$ cat src/rtl/clk_route_pkg.sv
// Package with register map, reset values and field layout of the clock routing block
`default_nettype none
package clk_route_pkg;
    // Register offsets on the serial control port
    localparam logic [9:0] OFF_LOOP_CTRL = 10'h010;
    localparam logic [9:0] OFF_PRESCALE = 10'h1e0;
    localparam logic [9:0] OFF_ROUTING = 10'h1e1;
    localparam logic [9:0] OFF_TRANSFER = 10'h232;
    // Field positions
    localparam int POS_POLARITY = 7;
    localparam int POS_BYPASS = 0;
    localparam int POS_SOURCE = 1;
    localparam int POS_STROBE = 0;
    // Loop power field encodings
    localparam logic [1:0] PWR_NORMAL = 2'h0;
    localparam logic [1:0] PWR_ASYNC_DOWN = 2'h1;
    // Values after reset
    localparam logic [7:0] RST_LOOP_CTRL = 8'h01;
    localparam logic [7:0] RST_PRESCALE = 8'h00;
    localparam logic [7:0] RST_ROUTING = 8'h00;
    // Prescaler ratio codes
    localparam logic [2:0] RATIO_DIV2 = 3'h0;
    localparam logic [2:0] RATIO_DIV3 = 3'h1;
    localparam logic [2:0] RATIO_DIV4 = 3'h2;
    localparam logic [2:0] RATIO_DIV5 = 3'h3;
    localparam logic [2:0] RATIO_DIV6 = 3'h4;
    // Synchroniser depth for pin inputs
    localparam int SYNC_STAGES = 3;
endpackage
`default_nettype wire

$ cat src/rtl/div_ctrl_if.sv
// Interface joining the routing logic to the prescaling divider
`default_nettype none
interface div_ctrl_if;
    logic [2:0] ratio_code; // Selected prescaler ratio code
    logic src_edge; // One-cycle pulse per selected source edge
    logic div_tick; // One-cycle pulse per divided period
    modport ctrl (output ratio_code, output src_edge, input div_tick);
    modport div (input ratio_code, input src_edge, output div_tick);
endinterface
`default_nettype wire

$ cat src/rtl/prescale_divider.sv
// Prescaling divider counting source edges, ratio one through six
`default_nettype none
module prescale_divider
    import clk_route_pkg::*;
#(
    parameter int CNT_W = 3
) (
    input wire logic clk_sys,
    input wire logic rst,
    div_ctrl_if.div dbus
);
    logic [CNT_W-1:0] cnt_q; // Edges seen in the current period
    logic [CNT_W-1:0] last_d; // Terminal count for the ratio
    logic tick_q; // Registered divided pulse

    // Ratio code to terminal count; spare codes give divide by one
    always_comb begin
        case (dbus.ratio_code)
            RATIO_DIV2: last_d = CNT_W'(1);
            RATIO_DIV3: last_d = CNT_W'(2);
            RATIO_DIV4: last_d = CNT_W'(3);
            RATIO_DIV5: last_d = CNT_W'(4);
            RATIO_DIV6: last_d = CNT_W'(5);
            default: last_d = '0;
        endcase
    end

    // Edge counter; a ratio cut below the count ends the period at the next source edge
    always_ff @(posedge clk_sys or posedge rst) begin
        if (rst) begin
            cnt_q <= '0;
            tick_q <= 1'b0;
        end else if (dbus.src_edge) begin
            if (cnt_q >= last_d) begin
                cnt_q <= '0;
                tick_q <= 1'b1;
            end else begin
                cnt_q <= cnt_q + CNT_W'(1);
                tick_q <= 1'b0;
            end
        end else begin
            tick_q <= 1'b0;
        end
    end

    assign dbus.div_tick = tick_q;

    // Period length stays within one to six edges
    a_ratio_range: assert property (@(posedge clk_sys) disable iff (rst)
        cnt_q <= CNT_W'(5))
        else $error("prescaler count out of range");

    // Every tick is preceded by a source edge
    a_tick_cause: assert property (@(posedge clk_sys) disable iff (rst)
        tick_q |-> $past(dbus.src_edge))
        else $error("divider tick without source edge");
endmodule // prescale_divider
`default_nettype wire

$ cat src/rtl/clock_source_routing_config.sv
// Clock source routing, prescaler and loop power configuration
// What this block does
// - Power field 01b powers the loop down
// - Power field 00b runs the loop normally
// - Routing bit 0 bypasses or uses prescaler
// - Routing bit 1 low selects external input
// - Routing bit 1 high selects internal oscillator
// - Control bit 7 sets detector polarity
// - Reset gives loop off, divide two, external
// - Prescaler divides by one through six
// - External source keeps internal oscillator off
// - Transfer strobe applies staged settings
`default_nettype none
module clock_source_routing_config
    import clk_route_pkg::*;
(
    input wire logic clk_sys,
    input wire logic rst,
    input wire logic [9:0] reg_addr,
    input wire logic [7:0] reg_wdata,
    input wire logic reg_wr,
    output logic [7:0] reg_rdata,
    input wire logic ext_clk_in,
    input wire logic osc_clk_in,
    output logic loop_enable,
    output logic loop_powerdown,
    output logic osc_enable,
    output logic detector_negative,
    output logic source_internal,
    output logic dist_bypass,
    output logic loop_feed_tick,
    output logic dist_tick
);
    div_ctrl_if dbus (); // Link to the prescaling divider

    logic [7:0] loop_power_polarity_control_q; // Staged loop control
    logic [7:0] prescaler_ratio_select_q; // Staged ratio
    logic [7:0] distribution_source_routing_q; // Staged routing
    logic [7:0] act_loop_q; // Applied loop control
    logic [7:0] act_ratio_q; // Applied ratio
    logic [7:0] act_route_q; // Applied routing
    logic [7:0] rdata_q; // Registered read data
    logic xfer_strobe; // Transfer strobe write
    logic [1:0] pin_level; // Accepted pin levels, ext then osc
    logic [1:0] pin_prev_q; // Levels one cycle ago
    logic [1:0] pin_rise; // Rising edge per pin
    logic dist_tick_q; // Registered distribution pulse
    logic feed_tick_q; // Registered loop feed pulse

    // Strobe is a write of one to the transfer register
    assign xfer_strobe = reg_wr && (reg_addr == OFF_TRANSFER) && reg_wdata[POS_STROBE];

    // Staged registers take software writes
    always_ff @(posedge clk_sys or posedge rst) begin
        if (rst) begin
            loop_power_polarity_control_q <= RST_LOOP_CTRL;
            prescaler_ratio_select_q <= RST_PRESCALE;
            distribution_source_routing_q <= RST_ROUTING;
        end else if (reg_wr) begin
            case (reg_addr)
                OFF_LOOP_CTRL: loop_power_polarity_control_q <= reg_wdata;
                OFF_PRESCALE: prescaler_ratio_select_q <= reg_wdata;
                OFF_ROUTING: distribution_source_routing_q <= reg_wdata;
                default: ; // Unmapped writes are dropped
            endcase
        end
    end

    // Applied copies change only on the transfer strobe
    always_ff @(posedge clk_sys or posedge rst) begin
        if (rst) begin
            act_loop_q <= RST_LOOP_CTRL;
            act_ratio_q <= RST_PRESCALE;
            act_route_q <= RST_ROUTING;
        end else if (xfer_strobe) begin
            act_loop_q <= loop_power_polarity_control_q;
            act_ratio_q <= prescaler_ratio_select_q;
            act_route_q <= distribution_source_routing_q;
        end
    end

    // Readback of staged values; unmapped addresses read zero
    always_ff @(posedge clk_sys or posedge rst) begin
        if (rst) begin
            rdata_q <= 8'h00;
        end else begin
            case (reg_addr)
                OFF_LOOP_CTRL: rdata_q <= loop_power_polarity_control_q;
                OFF_PRESCALE: rdata_q <= prescaler_ratio_select_q;
                OFF_ROUTING: rdata_q <= distribution_source_routing_q;
                default: rdata_q <= 8'h00; // Strobe register is write-only
            endcase
        end
    end
    assign reg_rdata = rdata_q;

    // Loop power decode; only 00b runs the loop, all else is off
    assign loop_enable = (act_loop_q[1:0] == PWR_NORMAL);
    assign loop_powerdown = !loop_enable;
    assign detector_negative = act_loop_q[POS_POLARITY];
    assign source_internal = act_route_q[POS_SOURCE];
    assign dist_bypass = act_route_q[POS_BYPASS];
    // Oscillator runs only for the loop with the internal source
    assign osc_enable = loop_enable && source_internal;

    // Pin synchronisers; stage 1 feeds only stage 2
    for (genvar p = 0; p < 2; p++) begin : g_pin
        logic [SYNC_STAGES-1:0] sync_q; // Shift chain
        logic level_q; // Accepted level
        always_ff @(posedge clk_sys or posedge rst) begin
            if (rst) begin
                sync_q <= '0;
            end else begin
                sync_q <= {sync_q[SYNC_STAGES-2:0], (p == 0) ? ext_clk_in : osc_clk_in};
            end
        end
        // Level changes only once stages two and three agree
        always_ff @(posedge clk_sys or posedge rst) begin
            if (rst) begin
                level_q <= 1'b0;
            end else if (sync_q[1] == sync_q[2]) begin
                level_q <= sync_q[2];
            end
        end
        assign pin_level[p] = level_q;
    end

    // Previous levels for edge detection
    always_ff @(posedge clk_sys or posedge rst) begin
        if (rst) begin
            pin_prev_q <= 2'h0;
        end else begin
            pin_prev_q <= pin_level;
        end
    end
    assign pin_rise = pin_level & ~pin_prev_q;

    // Source select feeds the divider
    assign dbus.src_edge = source_internal ? pin_rise[1] : pin_rise[0];
    assign dbus.ratio_code = act_ratio_q[2:0];

    prescale_divider #(.CNT_W(3)) u_div (
        .clk_sys(clk_sys),
        .rst(rst),
        .dbus(dbus)
    );

    // Distribution pulse; bypass passes each source edge straight on
    always_ff @(posedge clk_sys or posedge rst) begin
        if (rst) begin
            dist_tick_q <= 1'b0;
        end else begin
            dist_tick_q <= dist_bypass ? dbus.src_edge : dbus.div_tick;
        end
    end
    assign dist_tick = dist_tick_q;

    // External input goes straight to the loop prescaler when loop runs with the external source selected
    always_ff @(posedge clk_sys or posedge rst) begin
        if (rst) begin
            feed_tick_q <= 1'b0;
        end else begin
            feed_tick_q <= loop_enable && !source_internal && pin_rise[0];
        end
    end
    assign loop_feed_tick = feed_tick_q;

    // Loop never runs on a power code other than 00b
    a_loop_off_codes: assert property (@(posedge clk_sys) disable iff (rst)
        (act_loop_q[1:0] != PWR_NORMAL) |-> (loop_powerdown && !loop_enable && !osc_enable))
        else $error("loop enabled on a power-down code");

    // Strobe applies the staged power field one cycle later
    a_strobe_apply: assert property (@(posedge clk_sys) disable iff (rst)
        xfer_strobe |=> (loop_enable == ($past(loop_power_polarity_control_q[1:0]) == 2'h0)))
        else $error("transfer strobe did not apply power field");

    // Without a strobe the applied routing holds
    a_hold_no_strobe: assert property (@(posedge clk_sys) disable iff (rst)
        !xfer_strobe |=> $stable(act_route_q) && $stable(act_ratio_q))
        else $error("applied settings changed without strobe");

    // Polarity follows staged bit after strobe
    a_polarity_apply: assert property (@(posedge clk_sys) disable iff (rst)
        xfer_strobe |=> detector_negative == $past(loop_power_polarity_control_q[7]))
        else $error("detector polarity not applied");

    // First cycle after reset shows the defaults
    a_reset_defaults: assert property (@(posedge clk_sys) disable iff (rst)
        $past(rst) |-> (loop_powerdown && !dist_bypass && !source_internal
            && act_ratio_q[2:0] == 3'h0))
        else $error("reset defaults wrong");

    // Bypass forwards every source edge next cycle
    a_bypass_path: assert property (@(posedge clk_sys) disable iff (rst)
        (dist_bypass && dbus.src_edge) |=> dist_tick)
        else $error("bypass did not pass source edge");

    // External source edge with loop on feeds the loop next cycle
    a_ext_feed: assert property (@(posedge clk_sys) disable iff (rst)
        (loop_enable && !source_internal && pin_rise[0]) |=> loop_feed_tick)
        else $error("external feed to loop wrong");

    // Internal source selection takes the oscillator pin
    a_source_select: assert property (@(posedge clk_sys) disable iff (rst)
        dbus.src_edge |-> (source_internal ? $rose(pin_level[1]) : $rose(pin_level[0])))
        else $error("wrong source edge selected");

    // Oscillator stays off whenever the external pin is the source
    a_osc_ext_off: assert property (@(posedge clk_sys) disable iff (rst)
        !source_internal |-> !osc_enable)
        else $error("oscillator on with external source");

    // Without bypass the distribution pulse is the divided pulse
    a_divided_path: assert property (@(posedge clk_sys) disable iff (rst)
        !dist_bypass |=> (dist_tick == $past(dbus.div_tick)))
        else $error("divided path not used without bypass");

    // Asynchronous power-down code keeps the loop off
    a_power_decode: assert property (@(posedge clk_sys) disable iff (rst)
        (act_loop_q[1:0] == PWR_ASYNC_DOWN) |-> (loop_powerdown && !loop_enable))
        else $error("loop running on power-down code");
endmodule // clock_source_routing_config
`default_nettype wire

$ cat config.mk
export PLATFORM = sky130hd
export DESIGN_NAME = clock_source_routing_config
export DESIGN_NICKNAME = d
export VERILOG_FILES = /design/src/rtl/clk_route_pkg.sv /design/src/rtl/div_ctrl_if.sv /design/src/rtl/prescale_divider.sv /design/src/rtl/clock_source_routing_config.sv
export SDC_FILE = /design/constraint.sdc
export NUM_CORES = 1
export LEC_CHECK = 0
export BUFFER_PORTS_ARGS = -buffer_cell sky130_fd_sc_hd__buf_4
export CORE_MARGIN = 3
export CORE_UTILIZATION = 56
export CTS_BUF_LIST = sky130_fd_sc_hd__clkbuf_4 sky130_fd_sc_hd__clkbuf_8
export DETAILED_ROUTE_END_ITERATION = 16
export PLACE_DENSITY = 0.86
export SLEW_MARGIN = 20
export SYNTH_ARGS = -nofsm -noshare
export SYNTH_HDL_FRONTEND = slang
export SYNTH_SLANG_ARGS = --single-unit
export TNS_END_PERCENT = 20
$ cat constraint.sdc
create_clock -name clk_sys -period 3.5 [get_ports clk_sys]
set_input_delay 0.35 -clock clk_sys [delete_from_list [all_inputs] [get_ports clk_sys]]
set_output_delay 0.35 -clock clk_sys [all_outputs]
set_load 0.05 [all_outputs]
==> out/qor.csv, run 1 <==
stage,metric,value,unit
layout,n_antenna_cell,0,
placed_design,place_inst,254,
sta,period_needed,1.922,ns
route,vias_per_cell,6.061,
worst_setup_path,critPathKind,in2reg,
placed_design,port_buffers,38,
logic_synthesis,yosys.area_share.simple,10.95,%
layout,seq_area,1404,sq um
worst_setup_path,end_kind,flip-flop,
logic_synthesis,ys_top_cells_by_area,"dfrtp_1 (57%), mux2_2 (11%), mux2_4 (5.1%), a221o_1 (3.4%), nor4_1 (2.4%)",
run_status,status,"complete, no violations",
logic_synthesis,synth-edff-count,0,
worst_setup_path,r2r_slack,1.63,ns
logic_synthesis,async_flop_share,100.0,%
logic_synthesis,synthMostInstantiatedCell,dfrtp_1,
worst_setup_path,crit_slowest_cell,nor3_1,
clock_network,postCtsSetupBuffers,0,
clock_network,clk_latency,0.31,ns
route,ant_nets,0,
power,p_total,1.316,mW
logic_synthesis,syn_nets,201,
grt,grt_max_degree,57,
layout,syn2layout_area_growth,18.20,%
power,powerDensity,470.8,nW/um^2
sta,fin_crit_sh,54.91,%
sta,timing.fmax,520.3,MHz
clock_network,htreeDepth,2,
worst_setup_path,ff2ff_path_depth,7,
clock_network,cts_tree,yes,
floorplanning,dieWidth,70.99,um
placed_design,postPlaceCellArea,2678,sq um
logic_synthesis,synth-seq-area-share,59.37,%
worst_setup_path,crit_end,reg_rdata[7],
route,drtIter0Drc,134,
sta,slew_viol_final,0,
clock_network,cts_root_buf,clkbuf_8,
layout,fill_cells,257,
worst_setup_path,reg2reg_from,act_ratio_q[1],
sta,worst_pin_slew,1.017,ns
floorplanning,initial_core_util,61.36,%
sta,fin_setup_tns,0,ns
logic_synthesis,yosys.area.top_type,dfrtp_1,
sta,fin_worst_skew,0.004984,ns
placed_design,place.gp.congestion,0.9398,
logic_synthesis,synth_top_area_share,57.14,%
hold_path,min_path_type,in2reg,
logic_synthesis,yosysWarnings,0,
grt,first_global_vias,1645,
worst_setup_path,worst_r2r_endpoint,u_div.cnt_q[2],
grt,grt_antenna_before_repair,0,
clock_network,cts_resized,0,
sta,slew_headroom,31.71,%
worst_setup_path,cp.required,3.75,ns
route,vias,1588,
route,routed_wl,4701,um
clock_network,ctsHoldBuffers,0,
worst_setup_path,crit_buf_inv,1,
logic_synthesis,avgSynthCellArea,13.59,sq um
sta,setup_slack,1.578,ns
route,drtPass1Iterations,4,
logic_synthesis,synth_xor_area_share,0.3704,%
layout,post_route_cells_drive_above_1_share,39.25,%
floorplanning,dieArea,5039,sq um
worst_setup_path,crit_arrival,2.17,ns
placed_design,pre_cts_slack,1.293,ns
clock_network,clk_path_buf_depth,2,
logic_synthesis,ys.flop_type,dfrtp_1,
logic_synthesis,synthCells,174,
logic_synthesis,synthMuxAreaShare,16.51,%
sta,rsz0062_at_grt,no,
run,max_cap_violations,0,
route,wl_per_cell,17.94,um
worst_setup_path,cp_slowest_stage_delay,0.85,ns
layout,final_cells,262,
logic_synthesis,synth_compound_area_share,6.243,%
grt,grt.total_usage,20.31,%
floorplanning,ios,39,
power,vdd_drop_max,357.2,uV
sta,hold_viol,0,
sta,finalSetupViolations,0,
layout,nets,240,
clock_network,numCtsBuffers,5,
placed_design,place_hpwl,3375,um
layout,multiInputGateArea,875.8,sq um
worst_setup_path,cp-start-kind,input port,
grt,gr-total-overflow,0,
logic_synthesis,yosys.cell_types.count,41,
worst_setup_path,cp.depth,4,
clock_network,clock-sinks,56,
floorplanning,coreArea,3854,sq um
logic_synthesis,yosys-top-cells-count,"dfrtp_1 (54), mux2_2 (24), inv_1 (14)",
floorplanning,die_h,70.99,um
grt,grt_pass1_wl,7941,um
route,drc,0,
layout,design_area,2795,sq um
worst_setup_path,worstSetupStartpoint,reg_addr[1],
power,p_leak,1.389,nW
logic_synthesis,synth_seq_cells,56,
worst_setup_path,worstPathMaxFanout,8,
logic_synthesis,synth_top_family_by_area,multiplexers,
floorplanning,rows,22,
logic_synthesis,netlist_area,2365,sq um
clock_network,clk_pin_slew,0.09,ns
worst_setup_path,worstPathCellList,"buf_4, or4b_1, nor3_1, a221o_1",
logic_synthesis,synthAdderAreaFrac,2.963,%
worst_setup_path,crit_family,simple AND/OR/NAND/NOR gates,
cell families (layout without fill, tap and decap cells):
group,count (synthesis),after routing
flops,56,56
xor+xnor,1,1
compound gates,18,18
simple gates,41,41
buf+inv,20,60
mux,32,32
fa+ha+maj,6,6
metal layers:
layer  track usage [%]  up-vias  part of all wire, %
met5                 0        -                    0
met4             7.933        0                  2.5
met3             3.835       14                  6.6
met2             32.65       63                   49
met1             27.45      794                   42
li1                  -      717                    -
cell type report:
cell class,count,share of cell area (%)
well taps,48,2.149
clock inverters,3,1.701
inverters,14,1.925
multi-input cells,98,31.33
clock buffers,5,2.462
repair buffers,38,10.21
flip-flops and latches,56,50.22
state kept, by name, summed over array words and instances, names as in the netlist, 3 cells and up:
| register | cells |
|---|---|
| prescaler_ratio_select_q | 8 |
| reg_rdata | 8 |
| act_ratio_q | 3 |
| g_pin.sync_q | 6 |
| u_div.cnt_q | 3 |
| loop_power_polarity_control_q | 8 |
| act_loop_q | 3 |
| distribution_source_routing_q | 8 |
cells in the final DEF (no fill, tap or decap), types with 2 or more instances in the layout:
cell type,instances
dfrtp_1,54
buf_4,38
mux2_2,24
inv_1,13
nor4_1,9
mux2_4,8
a221o_1,8
nor2_1,7
clkbuf_8,5
a21oi_1,4
ha_1,4
nand2_1,2
nor3b_1,2
nand3_1,2
nand4_1,2
nand2b_1,2
or4_1,2
maj3_1,2
dfstp_2,2
clkinv_4,2
stage by stage:
stage	hold slack, ns	utilization, %
after floorplan	0.3312	-
after global placement	0.3351	69.48
after detailed placement	0.3381	69.48
after CTS	0.1363	72.50
after global routing	0.1211	72.53
final	0.1400	72.53
where the power goes:
part           switching (mW)  internal (mW)  leakage [nW]
Combinational           0.108         0.0762         0.586
Sequential             0.0288          0.682         0.745
Clock                   0.206          0.215        0.0583
Total                   0.342          0.974          1.39
worst reg2reg max path, cell delays in order, from the launching register on:
cell and delay (ns):
dfrtp_1 0.44, nand2_1 0.09, nor2_1 0.04, a21oi_1 0.12, ha_1 0.26, a21oi_1 0.26
o221ai_1 0.23, o311ai_0 0.33
how the worst min path moves through the flow:
| stage | start | depth (start not counted) | slack [ns] | to |
|---|---|---|---|---|
| final | osc_clk_in | 1 | 0.14 | g_pin[1].sync_q[0] |
| after floorplan | g_pin[0].sync_q[0] | 0 | 0.33 | g_pin[0].sync_q[1] |
| after detailed placement | g_pin[1].sync_q[0] | 0 | 0.34 | g_pin[1].sync_q[1] |
| after CTS | osc_clk_in | 1 | 0.14 | g_pin[1].sync_q[0] |
| after global placement | g_pin[1].sync_q[0] | 0 | 0.34 | g_pin[1].sync_q[1] |
| after global routing | osc_clk_in | 1 | 0.12 | g_pin[1].sync_q[0] |
No activity file was read; power rests on OpenSTA's default activity.
==> inputs of run 2 (changes only) <==
Clock period 3.5 ns to 1.8 ns, I/O delays scaled along.
==> run 2 against run 1 <==
Compared with the run above: critical path type is now reg2reg; global-route usage about the same; via count up 1.3%; wire length up 1.4%; sequential share of layout area down 2.0 points.
==> out/qor.csv, run 2 (synthesized netlist as in run 1, its figures left out) <==
stage,metric,value,unit,change
run_status,status,"complete, no violations",,unchanged
layout,final_cells,277,,was 262
clock_network,clk_pin_slew,0.09,ns,about the same
power,vdd_drop_max,577.3,uV,was 357.2 uV
worst_setup_path,cp-start-kind,flip-flop,,was input port
clock_network,htreeDepth,2,,unchanged
sta,worst_pin_slew,0.4828,ns,was 1.017 ns
power,comb_power_share,17.0,%,was 14.0%
worst_setup_path,critPathKind,reg2reg,,was in2reg
sta,slew_headroom,67.36,%,was 31.71%
clock_network,clk_latency,0.31,ns,about the same
clock_network,numCtsBuffers,5,,unchanged
power,powerDensity,838.2,nW/um^2,was 470.8 nW/um^2
run,max_cap_violations,0,,unchanged
sta,period_needed,1.659,ns,
grt,grt.total_usage,20.36,%,was 20.31%
floorplanning,dieArea,5039,sq um,unchanged
layout,syn2layout_area_growth,23.12,%,was 18.20%
sta,fin_worst_skew,0.006777,ns,was 0.004984 ns
grt,grt_antenna_before_repair,0,,unchanged
sta,rsz0062_at_grt,no,,unchanged
floorplanning,rows,22,,unchanged
power,switchingPower,659.7,uW,was 342.3 uW
grt,grt_max_degree,57,,unchanged
sta,fin_setup_tns,0,ns,unchanged
worst_setup_path,r2r_slack,0.14,ns,was 1.63 ns
worst_setup_path,crit_arrival,1.88,ns,was 2.17 ns
sta,fin_crit_sh,92.14,%,
grt,first_global_vias,1711,,was 1645
grt,grt.met1_usage,24.90,%,was 27.45%
placed_design,port_buffers,38,,unchanged
sta,finalSetupViolations,0,,unchanged
clock_network,clk_path_buf_depth,2,,unchanged
layout,layout_commonest_cell,dfrtp_1,,unchanged
route,drc,0,,unchanged
worst_setup_path,end_kind,flip-flop,,unchanged
floorplanning,ios,39,,unchanged
worst_setup_path,worstPathMaxFanout,5,,was 8
floorplanning,coreArea,3854,sq um,unchanged
hold_path,min_path_type,in2reg,,unchanged
layout,n_antenna_cell,0,,unchanged
placed_design,place.gp.congestion,0.8255,,was 0.9398
route,ant_nets,0,,unchanged
floorplanning,die_h,70.99,um,unchanged
route,vias,1609,,was 1588
layout,fin_util,75.55,%,was 72.53%
route,drtIter0Drc,121,,was 134
power,sequentialPowerShare,56.4,%,was 54.0%
sta,slew_viol_final,0,,unchanged
power,swShare,27.03,%,was 26.01%
power,clkPwrFrac,26.7,%,was 32.0%
power,internal-power,1.781,mW,was 973.6 uW
worst_setup_path,worstSetupStartpoint,act_ratio_q[1],,was reg_addr[1]
clock_network,clock-sinks,56,,unchanged
grt,gr-total-overflow,0,,unchanged
clock_network,cts_tree,yes,,unchanged
worst_setup_path,cp.required,2.02,ns,was 3.75 ns
hold_path,min-delay-start,reg_wdata[3],,was osc_clk_in
floorplanning,initial_core_util,61.36,%,unchanged
route,wl_per_cell,17.21,um,was 17.94 um
placed_design,place_hpwl,3464,um,was 3375 um
route,vias_per_cell,5.809,,was 6.061
grt,gr-usage-met3,4.972,%,was 3.835%
layout,nets,256,,was 240
grt,top_usage_layer,met2,,unchanged
layout,final_cell_mix,"dfrtp_1 (53), buf_4 (50), mux2_2 (24), inv_1 (13), nor4_1 (9)",,"was dfrtp_1 (54), buf_4 (38), mux2_2 (24), inv_1 (13), nor4_1 (9)"
worst_setup_path,reg2reg_from,act_ratio_q[1],,unchanged
layout,post_route_cells_drive_above_1_share,43.67,%,was 39.25%
sta,hold_viol,0,,unchanged
sta,timing.fmax,602.9,MHz,
grt,grt_pass1_wl,7859,um,was 7941 um
placed_design,place_inst,266,,was 254
floorplanning,dieWidth,70.99,um,unchanged
clock_network,cts_root_buf,clkbuf_8,,unchanged
route,routed_wl,4767,um,was 4701 um
grt,grtUsageMet2,33.26,%,was 32.65%
route,drtPass1Iterations,4,,unchanged
power,p_leak,1.448,nW,was 1.389 nW
## run 2: worst paths after layout
kind / endpoint / depth (start not counted)
max: u_div.cnt_q[2] / 7
min: prescaler_ratio_select_q[3] / 2
max reg2reg: u_div.cnt_q[2] / 7
min reg2reg: g_pin[1].sync_q[1] / 0
max in group asynchronous: loop_power_polarity_control_q[0] / 4
min in group asynchronous: g_pin[1].level_q / 4
## run 2: what timing repair did
item                                    4_1_cts  5_1_grt
endpoints found under the hold margin        56        0
buffers inserted                              0        1
endpoints found under the setup margin        1        1
hold buffers                                  3        0
resized for setup                             2        2
pin swaps                                     0        1
## run 2: layout make-up
| class | count | area (sq um) |
|---|---|---|
| Fill cell | 226 | 942.2 |
| Timing Repair Buffer | 54 | 425.4 |
| Clock inverter | 2 | 12.51 |
| Tap cell | 48 | 60.06 |
| Multi-Input combinational cell | 98 | 887.1 |
| Inverter | 14 | 52.55 |
| Sequential cell | 56 | 1405 |
| Clock buffer | 5 | 68.82 |
## run 2: critical path: stages (launching register included)
cell and delay, ns:
dfrtp_2 0.46, nand2_1 0.09, nor2_1 0.04, a21oi_1 0.14
ha_1 0.28, a21oi_2 0.19, o221ai_2 0.13, o311ai_1 0.23
## run 2: power groups by stage
| stage | Clock (mW) | Sequential (mW) | Combinational, mW |
|---|---|---|---|
| global placement | 0 | 1.39 | 0.325 |
| finish | 0.651 | 1.38 | 0.414 |
| floorplan | 0 | 1.41 | 0.199 |
| global route | 0.711 | 1.39 | 0.464 |
| CTS | 0.658 | 1.38 | 0.372 |
| detailed placement | 0 | 1.40 | 0.353 |
## run 2: through the flow
step	area [sq um]	worst slack (ns)	hold WS (ns)	power, mW
final	2912	0.1415	0.1084	2.441
after global routing	2912	0.01018	0.1044	2.564
after CTS	2898	0.01741	0.1064	2.407
after detailed placement	2781	-0.1663	0.2577	1.754
after global placement	2781	-0.1293	0.2500	1.720
after floorplan	2366	-0.01890	0.2114	1.613
## run 2: per-layer routing
layer / wire length, um / up-vias
li1: - / 745
met1: 1871 / 814
met2: 2554 / 37
met3: 229 / 13
met4: 111 / 0
met5: 0 / -
